<file path="config.mk">
export PLATFORM = sky130hd
export DESIGN_NAME = pcs_socket_ctrl
export DESIGN_NICKNAME = d
export VERILOG_FILES = /design/src/design/pcs_pkg.sv /design/src/design/pcs_socket_ctrl.sv
export SDC_FILE = /design/constraint.sdc
export NUM_CORES = 1
export LEC_CHECK = 0
export ABC_AREA = 0
export BUFFER_PORTS_ARGS = -buffer_cell sky130_fd_sc_hd__buf_2
export CAP_MARGIN = 15
export CORE_MARGIN = 2
export CORE_UTILIZATION = 55
export CTS_CLUSTER_SIZE = 25
export DETAILED_ROUTE_END_ITERATION = 10
export HOLD_SLACK_MARGIN = 0.03
export PLACE_DENSITY_LB_ADDON = 0.2
export SYNTH_ARGS = -nofsm -noshare
export SYNTH_HDL_FRONTEND = slang
export SYNTH_SLANG_ARGS = --single-unit
export TNS_END_PERCENT = 100
</file>
<file path="constraint.sdc">
create_clock -name clock -period 3.8 [get_ports clock]
set_input_delay 0.19 -clock clock [delete_from_list [all_inputs] [get_ports clock]]
set_output_delay 0.19 -clock clock [all_outputs]
set_load 0.01 [all_outputs]
</file>
<file path="src/design/pcs_pkg.sv">
// Package for the 16-bit card socket control block
package pcs_pkg;
   // Cycle kinds requested by the host side
   typedef enum logic [1:0] {
      PCS_MEM_RD = 2'h0,
      PCS_MEM_WR = 2'h1,
      PCS_IO_RD  = 2'h2,
      PCS_IO_WR  = 2'h3
   } pcs_kind_t;

   // Sequencer states
   typedef enum logic [2:0] {
      PCS_IDLE,
      PCS_SETUP,
      PCS_STROBE,
      PCS_HOLD
   } pcs_state_t;

   // Timing, in ns, and derived cycle counts at 250 MHz
   localparam int PCS_CLK_PERIOD_NS = 4;
   localparam int PCS_SETUP_NS      = 20;
   localparam int PCS_STROBE_NS     = 100;
   localparam int PCS_HOLD_NS       = 20;
   localparam logic [7:0] PCS_SETUP_CYC  =
      8'((PCS_SETUP_NS + PCS_CLK_PERIOD_NS - 1) / PCS_CLK_PERIOD_NS);
   localparam logic [7:0] PCS_STROBE_CYC =
      8'((PCS_STROBE_NS + PCS_CLK_PERIOD_NS - 1) / PCS_CLK_PERIOD_NS);
   localparam logic [7:0] PCS_HOLD_CYC   =
      8'((PCS_HOLD_NS + PCS_CLK_PERIOD_NS - 1) / PCS_CLK_PERIOD_NS);
   localparam logic [7:0] PCS_CNT_ONE    = 8'h01;
   localparam logic [7:0] PCS_CNT_ZERO   = 8'h00;

   // Host request
   typedef struct packed {
      logic      valid;
      pcs_kind_t kind;
      logic      attr;
   } pcs_req_t;

   // Card strobes, active low except the card reset, which is active high
   typedef struct packed {
      logic oe_n;
      logic we_n;
      logic iord_n;
      logic iowr_n;
      logic reg_n;
      logic reset;
   } pcs_strb_t;

   // Synchronised card inputs: ready/irq, wait_n, wp/io16, vs1, vs2
   typedef struct packed {
      logic rdy_irq;
      logic wait_n;
      logic wp_io16;
      logic vs1;
      logic vs2;
   } pcs_pins_t;

   // Sequencer and synchroniser state of the block; status flops are separate
   typedef struct packed {
      pcs_state_t state;
      logic [7:0] cnt;
      pcs_kind_t  kind;
      logic       attr;
      pcs_strb_t  strb;
      pcs_pins_t  s1;
      pcs_pins_t  s2;
      pcs_pins_t  s3;
      pcs_pins_t  stab;
      logic       done;
      logic       io16_cap;
   } pcs_regs_t;

   // Strobe idle value: all high, card reset low
   localparam pcs_strb_t PCS_STRB_IDLE = '{oe_n: 1'b1, we_n: 1'b1, iord_n: 1'b1,
                                           iowr_n: 1'b1, reg_n: 1'b1, reset: 1'b0};
endpackage

</file>
<file path="src/design/pcs_socket_ctrl.sv">
// Control strobes and status for one 16-bit card socket
`timescale 1ns/10ps
// How it works
// - Memory read drives output enable low
// - Ready in memory mode, interrupt in I/O
// - Attribute select high for common memory
// - Attribute select reaches attribute or I/O only
// - Card reset output forces hard reset
// - Both voltage-sense lines decoded together
// - Wait active holds the cycle open
// - Memory write pulses write enable
// - I/O mode reads that pin as 16-bit port
// - I/O read asserts I/O read strobe
// - I/O write drives I/O write strobe low
module pcs_socket_ctrl
   import pcs_pkg::*;
(
   // Clock and reset
   input  wire logic       clock,
   input  wire logic       sys_rst,
   // Host side
   input  wire pcs_req_t   req,
   input  wire logic       io_mode,
   input  wire logic       card_reset_req,
   output logic            req_ready,
   output logic            cyc_done,
   output logic            cyc_16bit,
   // Card side
   input  wire pcs_pins_t  pins,
   output pcs_strb_t       strb,
   // Status
   output logic            card_busy,
   output logic            card_irq,
   output logic            wr_protect,
   output logic [1:0]      vsense
);
   pcs_regs_t r_q;   // Registered state
   pcs_regs_t r_d;   // Next state

   // Next-state logic
   always_comb begin
      r_d      = r_q;
      r_d.done = 1'b0;
      // Three-stage sync, accept once second and third agree
      r_d.s1 = pins;
      r_d.s2 = r_q.s1;
      r_d.s3 = r_q.s2;
      for (int i = 0; i < $bits(pcs_pins_t); i++) begin
         if (r_q.s2[i] == r_q.s3[i]) begin
            r_d.stab[i] = r_q.s3[i];
         end
      end
      r_d.strb.reset = card_reset_req;
      case (r_q.state)
         PCS_IDLE: begin
            r_d.strb = PCS_STRB_IDLE;
            r_d.strb.reset = card_reset_req;
            if (req.valid && !card_reset_req) begin
               r_d.kind  = req.kind;
               r_d.attr  = req.attr;
               // Attribute select only for attribute or I/O space
               r_d.strb.reg_n = !(req.attr || req.kind[1]);
               r_d.cnt   = PCS_SETUP_CYC;
               r_d.state = PCS_SETUP;
            end
         end
         PCS_SETUP: begin
            if (r_q.cnt > PCS_CNT_ONE) begin
               r_d.cnt = r_q.cnt - PCS_CNT_ONE;
            end else begin
               // Exactly one strobe family at a time
               case (r_q.kind)
                  PCS_MEM_RD: r_d.strb.oe_n   = 1'b0;
                  PCS_MEM_WR: r_d.strb.we_n   = 1'b0;
                  PCS_IO_RD:  r_d.strb.iord_n = 1'b0;
                  PCS_IO_WR:  r_d.strb.iowr_n = 1'b0;
                  default:    r_d.strb.oe_n   = 1'b1;
               endcase
               r_d.cnt   = PCS_STROBE_CYC;
               r_d.state = PCS_STROBE;
            end
         end
         PCS_STROBE: begin
            // Port size from IOIS16 sampled in I/O mode
            r_d.io16_cap = io_mode && r_q.kind[1] && !r_q.stab.wp_io16;
            if (r_q.cnt > PCS_CNT_ONE) begin
               r_d.cnt = r_q.cnt - PCS_CNT_ONE;
            end else if (r_q.stab.wait_n) begin
               r_d.strb.oe_n   = 1'b1;
               r_d.strb.we_n   = 1'b1;
               r_d.strb.iord_n = 1'b1;
               r_d.strb.iowr_n = 1'b1;
               r_d.cnt   = PCS_HOLD_CYC;
               r_d.state = PCS_HOLD;
            end
         end
         PCS_HOLD: begin
            if (r_q.cnt > PCS_CNT_ONE) begin
               r_d.cnt = r_q.cnt - PCS_CNT_ONE;
            end else begin
               r_d.strb.reg_n = 1'b1;
               r_d.done  = 1'b1;
               r_d.cnt   = PCS_CNT_ZERO;
               r_d.state = PCS_IDLE;
            end
         end
         default: begin
            r_d.state = PCS_IDLE;
            r_d.strb  = PCS_STRB_IDLE;
         end
      endcase
   end

   // State register
   always_ff @(posedge clock) begin
      if (sys_rst) begin
         r_q          <= '0;
         r_q.state    <= PCS_IDLE;
         r_q.strb     <= PCS_STRB_IDLE;
         r_q.s1       <= '1;
         r_q.s2       <= '1;
         r_q.s3       <= '1;
         r_q.stab     <= '1;
      end else begin
         r_q <= r_d;
      end
   end

   // Status flops, all registered
   logic busy_q;
   logic irq_q;
   logic wp_q;
   logic [1:0] vs_q;
   logic rdy_q;
   always_ff @(posedge clock) begin
      if (sys_rst) begin
         busy_q <= 1'b0;
         irq_q  <= 1'b0;
         wp_q   <= 1'b0;
         vs_q   <= 2'h3;
         rdy_q  <= 1'b0;
      end else begin
         busy_q <= !io_mode && !r_q.stab.rdy_irq;
         irq_q  <= io_mode && !r_q.stab.rdy_irq;
         wp_q   <= !io_mode && r_q.stab.wp_io16;
         vs_q   <= {r_q.stab.vs2, r_q.stab.vs1};
         rdy_q  <= (r_d.state == PCS_IDLE) && !card_reset_req;
      end
   end

   assign strb       = r_q.strb;
   assign cyc_done   = r_q.done;
   assign cyc_16bit  = r_q.io16_cap;
   assign card_busy  = busy_q;
   assign card_irq   = irq_q;
   assign wr_protect = wp_q;
   assign vsense     = vs_q;
   assign req_ready  = rdy_q;
endmodule

</file>
# Word level (Yosys, flattened, before mapping)
# Cells that the tools add are included.
# word_totals
regBits	48
in_bits	13
output_inout_bits	14
wordCells	113
# classes
addsub	1
magnitude_cmp	1
n_eq_ne	21
mux	22
bitwise_logic	3
reduce_logical	28
# op_table
cell	n
8-bit case mux with 4 select lines	1
8-bit two-way mux	3
5-bit AND reduction	4
14-bit two-way mux	1
4-bit two-way mux	3
3-bit case mux with 4 select lines	1
4-bit case mux with 3 select lines	1
11-bit two-way mux	1
2-bit inequality test (second input constant)	5
3-bit two-way mux	3
8-bit by 1-bit greater-than comparator with 1-bit output (second input constant)	1
2-bit by 1-bit inequality test with 1-bit output (second input constant)	4
8-bit by 1-bit subtractor with 8-bit output (second input constant)	1
1-bit logical AND	7
1-bit two-way mux	7
3-bit by 2-bit == test with 1-bit output (second input constant)	2
3-bit logical NOT	2
2-bit OR reduction	3
1-bit == test	5
1-bit logical NOT	5
2-bit == test (second input constant)	2
2-bit AND reduction	2
4-bit nonzero test	1
4-bit OR reduction	1
8 further kinds	10

# Depth between registers and ports, before layout
# Gate-level depths: netlist of run 1.
# logic_depth
word_depth	6
ltp_mapped	7
depth_no_buf	6

# Worst setup path after synthesis of run 1
# Ideal clock, no wire load.
# synth_path
path_kind	reg2reg
start	register r_q[31] in the netlist's numbering
end	register r_q[38] in the netlist's numbering
t_arrival_ps	1842
required_ps	3726
path_slack_ps	1883
stages_incl_launch_ff	8
path_buffers	1
period_less_slack_ps	1917
path_cell_list	dfxtp_1 -> inv_1 -> ha_1 -> or2_4 -> and3_1 -> buf_6 -> or4_1 -> a31oi_1
# synth_via
elab_chain_cells	3
# synth_rtl
item	line_no	source
start, declared	pcs_socket_ctrl.sv:37	pcs_regs_t r_q;
start signal, assigned	pcs_socket_ctrl.sv:125	r_q <= r_d;
8-bit by 1-bit subtractor with 8-bit output or 8-bit by 1-bit greater-than comparator with 1-bit output (tied branches)	--	
8-bit two-way mux (tied with other cells)	pcs_socket_ctrl.sv:98	if (r_q.cnt > PCS_CNT_ONE) begin
8-bit case mux with 4 select lines or 3-bit AND reduction (tied branches)	--	
# Parallel ways exist; a longest one is shown, timed or not.
# A chain may end at the register's enable or synchronous reset.

# Worst setup path after layout of run 1
# Ends and elaborated chain as after synthesis.

==> run summary, run 1 <==
run status: completed
GPL Wtd Cong: 0.7764
HPWL Detailed: 2310 um
CP Class: reg -> reg
Crit path required time: 4100 ps
dominant cell by count in the synthesized netlist: dfxtp_1
YS warnings: 0
DIE WIDTH: 62.01 um
critical path, cell by cell: inv_1 > ha_1 > or2_4 > and3_1 > or4_1 > a31oi_1
Peak VDD IR: 0.3186 mV
DR DRC count: 0
synth top area cells: dfxtp_1 (51%), or2_2 (5.7%), a21oi_1 (3.8%), o21ai_0 (3.2%), nor2_1 (2.6%)
filler cell count: 275
core area: 3284 um^2
Final Max Tran Viols: 0
worst-skew pair later-pin latency: 370 ps
Yosys reg bits: 47
Final Hold Fails: 0
HP Class: in -> reg
Inst Count DP: 252
Power per Cell Area: 423.3 nW/um^2
FP Rows: 21
Nets: 235
initial antenna violation count: 0
CTS tree: built
drt pass-1 iters: 4
Slew headroom: 0.4446
RSZ-0062 raised after global routing: no
vias in the first global route: 1249
drt via density: 5.390
grt total ovfl: 0
syn nets: 209
met1 usage: 0.2269
sequential share of the synthesized area: 0.5085
first-pass GRT wire length: 5285 um
Worst setup EP type: flip-flop
met3 usage: 0.04555
final worst path period need: 2062 ps
Max H-tree Level: 2
share of the synthesized area in the top cell type: 0.5085
largest net degree at the start of global routing: 36
CP max FO: 9
Die Ht: 62.01 um
CP startpoint: r_q[31]
Root Driver: clkbuf_4
GR peak layer: met2
source of the worst register-to-register timing path: r_q[31]
EDFF count, synth: 0
max_cap viols: 0
layout cell share with drive strength beyond 1: 0.2489
via count: 1439
area leader, netlist: dfxtp_1
hold_sp: req[1]
Hold WS: 65.09 ps
post-route clock skew: 13.69 ps
setup violators final: 0
diode count: 0
Die Footprint: 3845 um^2
CP arrival: 2360 ps
final wirelength: 3423 um
TNS Setup: 0 ps
post-CTS setup buffer count: 0
Pleak: 0.8086 nW
WL/cell: 12.82 um
Slowest-stage cell, CP: or4_1
Worst-Margin Slew: 825.5 ps
clk sink count: 47
Commonest cells post-synth: dfxtp_1 (47), or2_2 (17), a21oi_1 (14)
total CTS buffers: 5
initial DRC count: 66
clock buffer depth: 2
Cells after Synth: 194
crit-path max cell delay: 540 ps
Startpoint Class: flip-flop
Syn Area/Cell: 9.539 um^2
Tcrit/Tclk final: 0.5427
Non-Filler Instances: 267
Primary FF master, synth: dfxtp_1
IO Count: 27
overall routing resource usage: 0.1898
Achievable Freq: 484.9 MHz
antenna-violating nets left: 0
met2 Track Usage GR: 0.3140
area grow syn2layout: 14.00%
PortBufs: 26
Initial Util: 0.5634
Async S/R FF share, synth: 0
Mapped Area: 1851 um^2
synth unique cells: 43
Reg clk slew, reported paths: 150 ps
## critical path, delay by kind of cell (launching register included)
family          cells  cell delay [ps]
flops               1              420
fa+ha+maj           1              250
buf+inv             1               80
compound gates      1              160
simple gates        3             1090
## placed cells by master (no fill, tap or decap), types with 4 or more instances in the layout
cell type	n
inv_1	8
or2_2	17
dfxtp_1	47
o21ai_0	12
clkbuf_4	5
dlygate4sd3_1	7
nand2_1	4
a21oi_1	14
nor3_1	5
nor3b_1	5
nand2b_1	6
nor2_1	13
o221ai_1	4
a31oi_1	5
buf_2	26
## where the power goes
| group | internal, mW | switching, mW |
|---|---|---|
| combinational | 0.0343 | 0.0358 |
| sequential | 0.505 | 0.0100 |
| clock | 0.141 | 0.167 |
## final timing paths
path / endpoint / slack (ps) / depth (start not counted)
max reg2reg: r_q[38] / 1740 / 6
max: r_q[38] / 1740 / 6
min reg2reg: r_d[10] / 430 / 1
min: r_q[29] / 70 / 3
## stage by stage
| step | total power, mW | setup WS (ps) | area, um^2 | utilization |
|---|---|---|---|---|
| 2_1_floorplan | 0.5751 | 1883 | 1851 | - |
| 3_3_place_gp | 0.5878 | 1866 | 1956 | 0.5954 |
| 3_5_place_dp | 0.5900 | 1775 | 1956 | 0.5954 |
| 4_1_cts | 0.8994 | 1743 | 2110 | 0.6423 |
| 5_1_grt | 0.9311 | 1643 | 2110 | 0.6423 |
| 6_report | 0.8930 | 1738 | 2110 | 0.6423 |
## what timing repair did
| item | in CTS | in global routing |
|---|---|---|
| resized for setup | 0 | 0 |
| endpoints found under the hold margin | 8 | 0 |
| setup endpoints to repair | 0 | 0 |
| hold buffers | 7 | 0 |
## routing by layer
layer	wire, um	vias to the layer above
met5	0	-
met4	62	0
met3	134	7
met2	1628	37
met1	1599	666
li1	-	729
## cells by family after synthesis
| family | Yosys count | share of synthesized area |
|---|---|---|
| AND/OR/NAND/NOR | 69 | 0.2265 |
| flip-flops | 47 | 0.5085 |
| AO/OA/AOI/OAI | 46 | 0.1528 |
| buffers and inverters | 22 | 0.06085 |
| XOR/XNOR | 4 | 0.01894 |
| multiplexers | 3 | 0.01690 |
| adder cells (fa/ha/maj) | 2 | 0.01352 |
| other | 1 | 0.002026 |
## flip-flops by register name (all words and copies together) (netlist names)
| name | cells |
|---|---|
| req_ready | 1 |
| card_busy | 1 |
| strb | 6 |
| vsense | 2 |
| cyc_done | 1 |
| cyc_16bit | 1 |
| wr_protect | 1 |
| r_d | 10 |
| r_q | 23 |
| card_irq | 1 |
## layout make-up
cell class                      count  area, um^2  area share
Clock inverter                      3       46.29     0.02195
Clock buffer                        5       37.54     0.01779
Multi-Input combinational cell    125       797.0      0.3778
Sequential cell                    47       940.9      0.4460
Timing Repair Buffer               33       200.2     0.09490
Inverter                            8       30.03     0.01423
Tap cell                           46       57.56     0.02728
(Power assumes the default switching activity.)
==> run 2, diff against run 1 <==
clock period = 2.16 ns   (was 3.8 ns; I/O delays follow)
==> run 2 against run 1 <==
Global-route usage is 2.1 points higher. Critical path depth stayed put. Critical path type unchanged. Non-clock buffer count is 6 higher. Clock skew is 6.7 ps lower. Total power is 75% higher. Sequential share of layout area is 1.0 points lower.
==> run summary, run 2 (same netlist as run 1, synthesis figures left out) <==
drt via density: 5.333
Crit path required time: 2460 ps
max_cap viols: 0
CP arrival: 2340 ps
core area: 3284 um^2
Die Footprint: 3845 um^2
DR DRC count: 0
via count: 1456
filler cell count: 284
most common cell after layout, fill and taps aside: dfxtp_1
CTS tree: built
setup violators final: 0
vias in the first global route: 1334
routed metal-1 wire length: 1594 um
CP max FO: 9
hold_sp: sys_rst
post-route clock skew: 7.022 ps
Tcrit/Tclk final: 0.9436
Startpoint Class: flip-flop
Die Ht: 62.01 um
Initial Util: 0.5634
WL/cell: 13.38 um
FP Rows: 21
final wirelength: 3653 um
PortBufs: 26
layout cell share with drive strength beyond 1: 0.2643
Max H-tree Level: 2
diode count: 0
routed wl met2: 1840 um
worst r2r dst: r_q[38]
area grow syn2layout: 16.84%
Final Hold Fails: 0
Slew headroom: 0.6055
overall routing resource usage: 0.2106
Reg clk slew, reported paths: 130 ps
Pleak: 0.8402 nW
routed wl met3: 140 um
Root Driver: clkbuf_4
worst-skew pair later-pin latency: 370 ps
first-pass GRT wire length: 5816 um
commonest cells after routing, fill and taps aside: dfxtp_1 (46), buf_2 (26), or2_2 (17)
run status: completed
hold path endpoint: r_q[29]
HPWL Detailed: 2395 um
clock buffer depth: 2
Power, Total: 1.563 mW
Max Used Layer: met4
antenna-violating nets left: 0
IO Count: 27
FF-to-FF setup slack: 120 ps
Reg2Reg Depth: 6
GPL Wtd Cong: 0.7958
post-layout util: 0.6583
fin worst setup slack: 121.8 ps
hold path cells: 2
clk sink count: 47
initial DRC count: 93
grt total ovfl: 0
HP Class: in -> reg
Worst setup EP type: flip-flop
DIE WIDTH: 62.01 um
final worst path period need: 2038 ps
Peak VDD IR: 0.5607 mV
total CTS buffers: 5
Nets: 241
Achievable Freq: 490.6 MHz
initial antenna violation count: 0
DP Worst Slack: 133.7 ps
largest reg by FF count: r_q
drt pass-1 iters: 4
Power per Cell Area: 722.9 nW/um^2
source of the worst register-to-register timing path: r_q[32]
Final Max Tran Viols: 0
largest net degree at the start of global routing: 36
Worst-Margin Slew: 589.0 ps
CP Class: reg -> reg
TNS Setup: 0 ps
max reg flops: 23
run 2: how the worst max path moves through the flow:
| stage | start | to |
|---|---|---|
| 6_report | r_q[32] | r_q[38] |
| 5_1_grt | r_q[32] | r_q[38] |
| 4_1_cts | r_q[31] | r_q[38] |
| 3_5_place_dp | r_q[31] | r_q[38] |
| 3_3_place_gp | r_q[31] | r_q[38] |
| 2_1_floorplan | r_q[31] | r_q[38] |
run 2: worst max-delay path, cell delays in order (launching register included):
cell	delay (ps)
dfxtp_1	410
inv_1	90
ha_1	230
or2_4	270
and3_2	280
or4_1	510
a31oi_1	190
run 2: cell type report:
type	count	area, um^2	area share
sequential	47	942.2	0.4358
inverter	8	30.03	0.01389
clock inverter	3	43.79	0.02025
tap	46	57.56	0.02662
multi-input combinational	125	798.3	0.3692
clock buffer	5	37.54	0.01736
timing repair buffer	39	252.7	0.1169
run 2: through the flow:
stage | hold slack (ps) | std cells | cell area, um^2
2_1_floorplan | 184.1 | 194 | 1851
3_3_place_gp | 291.1 | 255 | 1978
3_5_place_dp | 293.9 | 255 | 1978
4_1_cts | 196.6 | 273 | 2160
5_1_grt | 207.3 | 273 | 2162
6_report | 198.4 | 273 | 2162
run 2: power by group:
part / switching, mW / total [mW] / internal [mW]
Clock: 0.278 / 0.522 / 0.244
Sequential: 0.0178 / 0.907 / 0.889
Combinational: 0.0663 / 0.134 / 0.0681
run 2: layer usage:
layer | GRT usage | vias to the layer above
met5 | 0 | -
met4 | 0.09119 | 0
met3 | 0.05590 | 8
met2 | 0.3557 | 30
met1 | 0.2510 | 684
li1 | - | 734
run 2: what timing repair did:
action                                 4_1_cts  5_1_grt
buffers inserted                             0        0
endpoints found under the hold margin       13        0
setup endpoints to repair                    0        1
gates resized for setup                      0        2
hold buffers                                10        0
